## config.mk

```make
export PLATFORM = sky130hd
export DESIGN_NAME = cpa_top
export DESIGN_NICKNAME = d
export VERILOG_FILES = /design/src/rtl/cpa_top.v
export VERILOG_INCLUDE_DIRS = /design/src /design/src/rtl
export SDC_FILE = /design/constraint.sdc
export NUM_CORES = 1
export LEC_CHECK = 0
export BUFFER_PORTS_ARGS = -buffer_cell sky130_fd_sc_hd__clkbuf_2
export CAP_MARGIN = 5
export CORE_MARGIN = 2
export CORE_UTILIZATION = 53
export CTS_CLUSTER_SIZE = 10
export DETAILED_ROUTE_END_ITERATION = 6
export PLACE_DENSITY = 0.87
export SYNTH_ARGS = -nofsm -noshare
export SYNTH_HDL_FRONTEND = slang
export SYNTH_SLANG_ARGS = --single-unit
```

## constraint.sdc

```tcl
create_clock -name pclk -period 2.7 [get_ports pclk]
set_clock_uncertainty 0.15 [all_clocks]
set_input_delay 0.27 -clock pclk [delete_from_list [all_inputs] [get_ports pclk]]
set_output_delay 0.27 -clock pclk [all_outputs]
set_load 0.005 [all_outputs]
```

## src/rtl/cpa_defs.vh

```
// Constants for the channel poll and boot-load attachment.
`ifndef CPA_DEFS_VH
`define CPA_DEFS_VH

// Register byte addresses on the APB side.
`define CPA_CTRL_ADDR      12'h000
`define CPA_STAT_ADDR      12'h004
`define CPA_ADDR_W         12

// Control register fields.
`define CPA_CTRL_LEVEL_LSB 0
`define CPA_CTRL_LEVEL_MSB 3
`define CPA_CTRL_IEN       4
`define CPA_CTRL_CS_REQ    5
`define CPA_CTRL_INT_REQ   6
`define CPA_CTRL_DEV_RST   7

// Status register fields.
`define CPA_STAT_CAPTURED  0
`define CPA_STAT_INT_PEND  1
`define CPA_STAT_CS_PEND   2
`define CPA_STAT_LOAD_TAG  3
`define CPA_STAT_XFER_EN   4
`define CPA_STAT_BOOT_ERR  5
`define CPA_STAT_DEV_END   6
`define CPA_STAT_SAMPLED   7
`define CPA_STAT_DUMMY     8

// Reset values.
`define CPA_LEVEL_RST      4'h0
`define CPA_IEN_RST        1'b0

// Poll identifier encodings: bit 0 marks an interrupt poll at the level
// in bits 1 to 4; bit 0 low with all level bits high is a cycle steal poll.
`define CPA_PID_INT_BIT    0
`define CPA_PID_CS_LEVEL   4'hF

// Status bus bits: 0 primary select, 1 alternate select, 3 error.
`define CPA_STS_PRIMARY    0
`define CPA_STS_ALTERNATE  1
`define CPA_STS_ERROR      3

// Deactivation limit after a channel reset, and its cycle count at 40 MHz.
`define CPA_CLK_PERIOD_NS  25
`define CPA_RST_DEGATE_NS  200
`define CPA_RST_DEGATE_CYC (`CPA_RST_DEGATE_NS / `CPA_CLK_PERIOD_NS)

// Default boot record length in transfers.
`define CPA_BOOT_WORDS     16

`endif

```

## src/rtl/cpa_top.v

```verilog
// Channel poll mechanism and processor-initiated boot-load attachment.
`include "cpa_defs.vh"
`default_nettype none

// Overview of operation
// - Interrupt asserts the request line of its level.
// - Decode poll_identifier kinds; compare id bits 1-4 with level.
// - Sample latches freeze requests once the poll_identifier shows.
// - Decision defaults to propagate; tracks samples while idle.
// - Decision settles during the id-to-poll deskew.
// - Poll rise freezes decision; drives propagate or return.
// - Capture decision sets the capture latch at poll rise.
// - Request lines blocked until captured service ends.
// - Channel resets clear poll latches and tags, not device reset.
// - Device reset keeps cycle steal request; dummy service follows.
// - Device reset only clears the interrupt request source.
// - Device reset or level setup may withdraw an interrupt.
// - Jumpers make the device primary, alternate or no source.
// - System reset with start_boot_load and a jumper-selected status line clears the load tag.
// - First reset end sets tag; enable captures zero.
// - Second reset end clocks the tag into enable.
// - Reset with transfers enabled clears tag and enable.
// - Device reset is held as a long strobe.
// - Channel reset drops outputs in 200 ns; clears level.
// - Boot end drops tag; level zero, enabled, interrupt.
// - Status error stops boot, keeps tag, no interrupt.
module cpa_top #(
    parameter BOOT_WORDS = `CPA_BOOT_WORDS,
    parameter CNT_W      = 16
) (
    input  wire        pclk,
    input  wire        presetn,
    input  wire        psel,
    input  wire        penable,
    input  wire        pwrite,
    input  wire [11:0] paddr,
    input  wire [31:0] pwdata,
    output reg  [31:0] prdata,
    output wire        pready,
    output wire        pslverr,
    input  wire [4:0]  poll_identifier,
    input  wire        poll,
    input  wire        service_gate,
    input  wire [3:0]  status_bus,
    input  wire        system_reset,
    input  wire        halt_or_machine_check,
    input  wire        power_on_reset,
    input  wire        start_boot_load,
    input  wire        jumper_primary,
    input  wire        jumper_alternate,
    output reg  [15:0] request_in_bus,
    output reg         cycle_steal_request,
    output reg         poll_propagate,
    output reg         poll_return,
    output reg         service_gate_return,
    output reg         boot_load_tag
);

    localparam IN_W = 17;

    // Three-stage synchronisers; a bit changes once stages two and three agree.
    reg  [IN_W-1:0] sync1;
    reg  [IN_W-1:0] sync2;
    reg  [IN_W-1:0] sync3;
    reg  [IN_W-1:0] filt;
    wire [IN_W-1:0] raw_in;
    wire [IN_W-1:0] agree;

    assign raw_in = {jumper_alternate, jumper_primary, start_boot_load,
                     power_on_reset, halt_or_machine_check, system_reset,
                     status_bus, service_gate, poll, poll_identifier};
    assign agree = ~(sync2 ^ sync3);

    always @(posedge pclk or negedge presetn) begin
        if (!presetn) begin
            sync1 <= {IN_W{1'b0}};
            sync2 <= {IN_W{1'b0}};
            sync3 <= {IN_W{1'b0}};
            filt  <= {IN_W{1'b0}};
        end else begin
            sync1 <= raw_in;
            sync2 <= sync1;
            sync3 <= sync2;
            filt  <= (sync3 & agree) | (filt & ~agree);
        end
    end

    wire [4:0] pid_f   = filt[4:0];
    wire       poll_f  = filt[5];
    wire       sgate_f = filt[6];
    wire [3:0] sts_f   = filt[10:7];
    wire       sysr_f  = filt[11];
    wire       halt_f  = filt[12];
    wire       por_f   = filt[13];
    wire       start_f = filt[14];
    wire       jpri_f  = filt[15];
    wire       jalt_f  = filt[16];

    // One-hot decode of a priority level onto the request-in lines.
    function [15:0] level_onehot;
        input [3:0] lvl;
        begin
            level_onehot = 16'h0001 << lvl;
        end
    endfunction

    // Control and status state.
    reg [3:0]       level;
    reg             int_enable;
    reg             cs_req;
    reg             int_req;
    reg             dev_rst;
    reg             dummy;
    reg             sampled_cs;
    reg             sampled_int;
    reg             sample_done;
    reg             decision;
    reg             poll_q;
    reg             captured;
    reg             cap_is_cs;
    reg             sysr_q;
    reg             armed;
    reg             xfer_en;
    reg             boot_err;
    reg             dev_end;
    reg [CNT_W-1:0] boot_cnt;

    wire chan_rst  = sysr_f | halt_f | por_f;
    wire id_int    = pid_f[`CPA_PID_INT_BIT];
    wire id_cs     = ~id_int & (pid_f[4:1] == `CPA_PID_CS_LEVEL);
    wire lvl_match = (pid_f[4:1] == level);
    wire int_live  = int_req & int_enable & ~cs_req;
    wire boot_sel  = (jpri_f & sts_f[`CPA_STS_PRIMARY]) |
                     (jalt_f & sts_f[`CPA_STS_ALTERNATE]);
    wire boot_run  = xfer_en & boot_load_tag & ~boot_err;
    wire svc_end   = service_gate_return & ~sgate_f;
    wire boot_last = (boot_cnt == BOOT_WORDS[CNT_W-1:0] - 1'b1);

    // APB decode: zero wait states, error on an unmapped word.
    wire wr_ctrl  = psel & penable & pwrite & (paddr == `CPA_CTRL_ADDR);
    wire unmapped = (paddr != `CPA_CTRL_ADDR) & (paddr != `CPA_STAT_ADDR);

    assign pready  = 1'b1;
    assign pslverr = psel & penable & unmapped;

    // Read data is loaded in the setup cycle so it comes from a flip-flop.
    always @(posedge pclk or negedge presetn) begin
        if (!presetn) begin
            prdata <= 32'h00000000;
        end else if (psel & ~penable) begin
            if (paddr == `CPA_CTRL_ADDR) begin
                prdata <= {24'h000000, dev_rst, int_req, cs_req, int_enable,
                           level};
            end else if (paddr == `CPA_STAT_ADDR) begin
                prdata <= {23'h000000, dummy, sample_done, dev_end, boot_err,
                           xfer_en, boot_load_tag, cs_req, int_req, captured};
            end else begin
                prdata <= 32'h00000000;
            end
        end
    end

    // Poll mechanism, service answer and request sources.
    always @(posedge pclk or negedge presetn) begin
        if (!presetn) begin
            level               <= `CPA_LEVEL_RST;
            int_enable          <= `CPA_IEN_RST;
            cs_req              <= 1'b0;
            int_req             <= 1'b0;
            dev_rst             <= 1'b0;
            dummy               <= 1'b0;
            sampled_cs          <= 1'b0;
            sampled_int         <= 1'b0;
            sample_done         <= 1'b0;
            decision            <= 1'b0;
            poll_q              <= 1'b0;
            captured            <= 1'b0;
            cap_is_cs           <= 1'b0;
            poll_propagate      <= 1'b0;
            poll_return         <= 1'b0;
            service_gate_return <= 1'b0;
            request_in_bus      <= 16'h0000;
            cycle_steal_request <= 1'b0;
            dev_end             <= 1'b0;
            boot_cnt            <= {CNT_W{1'b0}};
            boot_err            <= 1'b0;
        end else if (chan_rst) begin
            // The device reset bit is not part of this group.
            level               <= `CPA_LEVEL_RST;
            int_enable          <= `CPA_IEN_RST;
            cs_req              <= 1'b0;
            int_req             <= 1'b0;
            dummy               <= 1'b0;
            sampled_cs          <= 1'b0;
            sampled_int         <= 1'b0;
            sample_done         <= 1'b0;
            decision            <= 1'b0;
            poll_q              <= poll_f;
            captured            <= 1'b0;
            cap_is_cs           <= 1'b0;
            poll_propagate      <= 1'b0;
            poll_return         <= 1'b0;
            service_gate_return <= 1'b0;
            request_in_bus      <= 16'h0000;
            cycle_steal_request <= 1'b0;
            dev_end             <= 1'b0;
            boot_cnt            <= {CNT_W{1'b0}};
            boot_err            <= 1'b0;
        end else begin
            poll_q <= poll_f;

            // Software register writes.
            if (wr_ctrl) begin
                dev_rst <= pwdata[`CPA_CTRL_DEV_RST];
                if (pwdata[`CPA_CTRL_LEVEL_MSB:`CPA_CTRL_LEVEL_LSB] != level ||
                    pwdata[`CPA_CTRL_IEN] != int_enable) begin
                    // A level-setup write withdraws any presented interrupt.
                    int_req <= 1'b0;
                end else if (pwdata[`CPA_CTRL_INT_REQ]) begin
                    int_req <= 1'b1;
                end
                level      <= pwdata[`CPA_CTRL_LEVEL_MSB:`CPA_CTRL_LEVEL_LSB];
                int_enable <= pwdata[`CPA_CTRL_IEN];
                if (pwdata[`CPA_CTRL_CS_REQ] & ~boot_run) begin
                    cs_req <= 1'b1;
                end
                if (pwdata[`CPA_CTRL_INT_REQ]) begin
                    dev_end <= 1'b0;
                end
            end

            // Device reset is held for as long as software leaves the bit
            // set; it clears only the interrupt source, never a presented
            // cycle steal request or the capture latch.
            if (dev_rst) begin
                int_req <= 1'b0;
                if (cs_req) begin
                    dummy <= 1'b1;
                end
            end

            // Boot transfers raise cycle steal requests one at a time.
            if (boot_run & ~cs_req & ~captured) begin
                cs_req <= 1'b1;
            end

            // Sampling latches act only while poll is low, once per poll.
            if (!poll_f && !sample_done && (id_cs || id_int)) begin
                sampled_cs  <= id_cs & cs_req;
                sampled_int <= id_int & int_live;
                sample_done <= 1'b1;
            end

            // Between polls the decision follows the samples; no sample
            // means propagate. The id-to-poll deskew covers the sync delay.
            if (!poll_f) begin
                decision <= sampled_cs | (sampled_int & lvl_match);
            end

            if (poll_f & ~poll_q) begin
                poll_return    <= decision;
                poll_propagate <= ~decision;
                if (decision) begin
                    captured  <= 1'b1;
                    cap_is_cs <= sampled_cs;
                end
            end else if (~poll_f & poll_q) begin
                poll_return    <= 1'b0;
                poll_propagate <= 1'b0;
                if (!captured) begin
                    sampled_cs  <= 1'b0;
                    sampled_int <= 1'b0;
                    sample_done <= 1'b0;
                end
            end

            // Service answer for the captured request.
            if (captured & sgate_f) begin
                service_gate_return <= 1'b1;
            end
            if (svc_end) begin
                service_gate_return <= 1'b0;
                captured            <= 1'b0;
                sampled_cs          <= 1'b0;
                sampled_int         <= 1'b0;
                sample_done         <= 1'b0;
                if (cap_is_cs) begin
                    cs_req <= 1'b0;
                    dummy  <= 1'b0;
                    if (boot_run & ~dummy) begin
                        if (sts_f[`CPA_STS_ERROR]) begin
                            boot_err <= 1'b1;
                        end else if (boot_last) begin
                            // Boot record done: level zero, enabled, pending.
                            level      <= 4'h0;
                            int_enable <= 1'b1;
                            int_req    <= 1'b1;
                            dev_end    <= 1'b1;
                            boot_cnt   <= {CNT_W{1'b0}};
                        end else begin
                            boot_cnt <= boot_cnt + 1'b1;
                        end
                    end
                end else begin
                    int_req <= 1'b0;
                end
            end

            // Request presentation, blocked while a capture is in service.
            if (captured | (poll_f & ~poll_q & decision)) begin
                request_in_bus      <= 16'h0000;
                cycle_steal_request <= 1'b0;
            end else begin
                cycle_steal_request <= cs_req;
                request_in_bus      <= int_live ? level_onehot(level)
                                                : 16'h0000;
            end
        end
    end

    // Boot-load tag latch and transfer-enable trigger, driven by the
    // edges of system reset. A rising edge alone is never used, since
    // system reset may lead the start and status lines at the pins.
    always @(posedge pclk or negedge presetn) begin
        if (!presetn) begin
            sysr_q        <= 1'b0;
            armed         <= 1'b0;
            boot_load_tag <= 1'b0;
            xfer_en       <= 1'b0;
        end else begin
            sysr_q <= sysr_f;
            if (por_f | halt_f) begin
                boot_load_tag <= 1'b0;
                xfer_en       <= 1'b0;
                armed         <= 1'b0;
            end else if (sysr_f) begin
                if (start_f & boot_sel) begin
                    boot_load_tag <= 1'b0;
                    xfer_en       <= 1'b0;
                    armed         <= 1'b1;
                end else if (xfer_en) begin
                    boot_load_tag <= 1'b0;
                    xfer_en       <= 1'b0;
                end
            end else if (sysr_q) begin
                if (armed) begin
                    boot_load_tag <= 1'b1;
                    xfer_en       <= 1'b0;
                    armed         <= 1'b0;
                end else begin
                    xfer_en <= boot_load_tag;
                end
            end else if (xfer_en & ~boot_err & svc_end & cap_is_cs &
                         ~dummy & boot_last & ~sts_f[`CPA_STS_ERROR]) begin
                // The tag stays up after an error so the failure can be seen.
                boot_load_tag <= 1'b0;
                xfer_en       <= 1'b0;
            end
        end
    end

endmodule // cpa_top

`default_nettype wire

```

==> reports/metrics.cfg <==
[status]
status=complete, no violations

[critical_path]
crit_type=flip-flop to flip-flop
end_kind=flip-flop
startpoint_type=flip-flop
crit_fanout=11
critical_path_required_ns=2.91
slowest_delay_ns=0.63
path_delay_family=simple AND/OR/NAND/NOR gates
cp_slowest_cell=o21ai_0
worstPathCellList=ha_1, and3_1, nand4_1, o21ai_0, nor2_1
critPathBufInv=0
cp.arrival_ns=2.55

[grt]
grt_pass1_wl_mm=18.3
antenna_found_initial=0
grt_pass1_vias=3799
track_usage_pct=22.8
grt_util_met1_pct=28.4
grt_use_met2_pct=37.9
use_met3_pct=6.25
overflow=0
busiest_layer=met2
grt_max_degree=55

[finish]
final_net_count=614
area_growth_pct=24.1
drive_gt1_share_pct=21.8
diodes=0
instances_no_fill=693

[cts]
ctsHtreeMaxLevel=4
ctsHoldBuffers=25
clockBufferDepth=2
cts_resized=0
cts_inserted_buffers=17
clkSlewWorstSetupHoldPaths_ns=0.06
ctsRootBufferMaster=clkbuf_8
cts_sinks=131
clkLatencyLatePin_ns=0.52
cts_tree=built
post-cts-setup-buffers=0

[timing]
layout_worst_path_cycle_share_pct=86.5
hold_viol=0
maxSlewViolCount=0
layout_min_cycle_time_ns=2.34
fin_setup_tns_ns=0
finalSetupViolations=0
timing.slew.headroom_pct=62.0
rsz0062_at_grt=no
fmax_mhz=428
tightest_slew_ns=0.565
hold_ws_ns=0.0346

[routing]
first_iter_violations=269
route.detailed.wl_per_inst_um=16.3
num_vias=3826
first_pass_iters=5
ant_nets=0
drc_errors=0
vias_per_cell=5.52
drt-total-wl_mm=11.3

[yosys]
syn_avg_cell_area_um2=11.8
ys_seq_area_share_pct=62.6
yosys_warnings=0
synthCells=444
async_flop_share_pct=100
ys_ff_latch=131
yosysUniqueCellTypes=57
synth_area_um2=5240
synth_flop_cell=dfrtp_1
synth_edf_count=0

[floorplan]
core-area_um2=9680
start_util_pct=54.1
fp.dieH_um=103
io_pins=121
core.rowCount=36
design.die.area_um2=10700
dieWidth_um=103

[power]
ir_drop_v=0.000480
leakage_nw=2.92
cellPowerDensity_nw_per_um2=696

[placed_design]
dp_cells=636
hpwl_mm=6.97
port_buffers=71
gp_congestion=0.851

[run]
drv_cap=0

[min_path]
min_path_type=input pin to asynchronous set/reset pin

## final cells by class
type	instances	area, um2
Inverter	6	22.5
Clock buffer	17	414
Tap cell	133	166
Clock inverter	15	166
Fill cell	675	3190
Multi-Input combinational cell	287	1770
Timing Repair Buffer	104	681
Sequential cell	131	3280
## report_power, final
group	internal [mW]	total (mW)	switching (mW)
Clock	1.34	2.23	0.895
Sequential	2.03	2.08	0.0496
Combinational	0.0941	0.212	0.118
## cell usage in the layout, fill, tap and decap left out, drive strengths merged, types with 3 or more instances in the layout
master | synthesis | final
dfrtp | 131 | 131
and4 | 5 | 5
xor2 | 10 | 10
conb | 2 | 24
or4 | 8 | 8
clkinv | 0 | 5
o21ai | 22 | 22
nor2 | 34 | 34
nand4 | 7 | 7
inv | 6 | 14
and3 | 3 | 3
maj3 | 16 | 16
nand3b | 8 | 8
nor4 | 4 | 4
or3 | 4 | 4
nand3 | 14 | 14
a21oi | 27 | 27
clkbuf | 14 | 87
o31ai | 3 | 3
nand2b | 3 | 3
dlygate4sd3 | 0 | 25
buf | 28 | 9
nor3 | 10 | 10
mux2i | 13 | 13
nand2 | 36 | 36
## layer usage
layer  part of all wire (%)  up-vias
met3                    6.4       25
met4                    2.4        0
met1                     41     1897
li1                       -     1731
met5                      0        -
met2                     50      173
## cell usage after synthesis, types with 2 or more instances
cell,instances,area share (%)
and3_1,3,0.36
conb_1,2,0.14
nor3b_1,2,0.29
nand3_1,14,1.3
clkbuf_1,14,1.0
nand4b_1,2,0.33
nor3_1,10,0.96
buf_4,24,3.4
nor4_1,3,0.36
maj3_1,16,3.1
and4_1,5,0.84
xor2_1,10,1.7
mux2i_1,13,2.5
buf_1,2,0.14
a31oi_1,2,0.24
nand4bb_1,2,0.43
o31ai_1,3,0.43
a2bb2oi_1,2,0.33
nor2_1,34,2.4
nand2_1,35,2.5
inv_1,6,0.43
nand3b_1,8,1.1
or4_1,7,1.0
a211oi_1,2,0.29
or3_1,4,0.48
a21oi_1,26,2.5
and2_1,2,0.24
o211ai_1,2,0.29
dfrtp_1,131,63
nand2b_1,3,0.36
o21ai_0,22,2.1
buf_2,2,0.19
nand4_1,7,0.84
## worst paths after layout
path	slack, ns	end	cells after the start	startpoint
setup reg to reg	0.36	level[3]	5	boot_cnt[0]
max in group asynchronous	1.68	sync3[12]	3	presetn
setup / recovery	0.36	level[3]	5	boot_cnt[0]
hold reg to reg	0.20	sync2[3]	0	sync1[3]
min in group pclk	0.05	prdata[8]	3	paddr[2]
hold / removal	0.03	boot_load_tag	2	presetn
## cells by family after synthesis
kind of cell | share of synthesized area (%)
buffers and inverters | 5.21
DFF | 62.6
adders and majority gates | 3.30
other | 0.143
and+or+nand+nor | 15.9
AOI/OAI and AO/OA | 8.34
muxes | 2.70
xor gates and xnor gates | 1.84
## per-stage QoR
stage               util (%)  worst slack (ns)  power, mW  instance area, um2
CTS                     67.1             0.502       4.54                6500
finish                  67.1             0.364       4.52                6500
global placement        58.5             0.548       2.28                5670
global route            67.1             0.250       4.67                6500
detailed placement      58.5             0.522       2.29                5670
floorplan                  -             0.660       2.21                5320
Note: power is estimated with default switching activity, not from simulation.
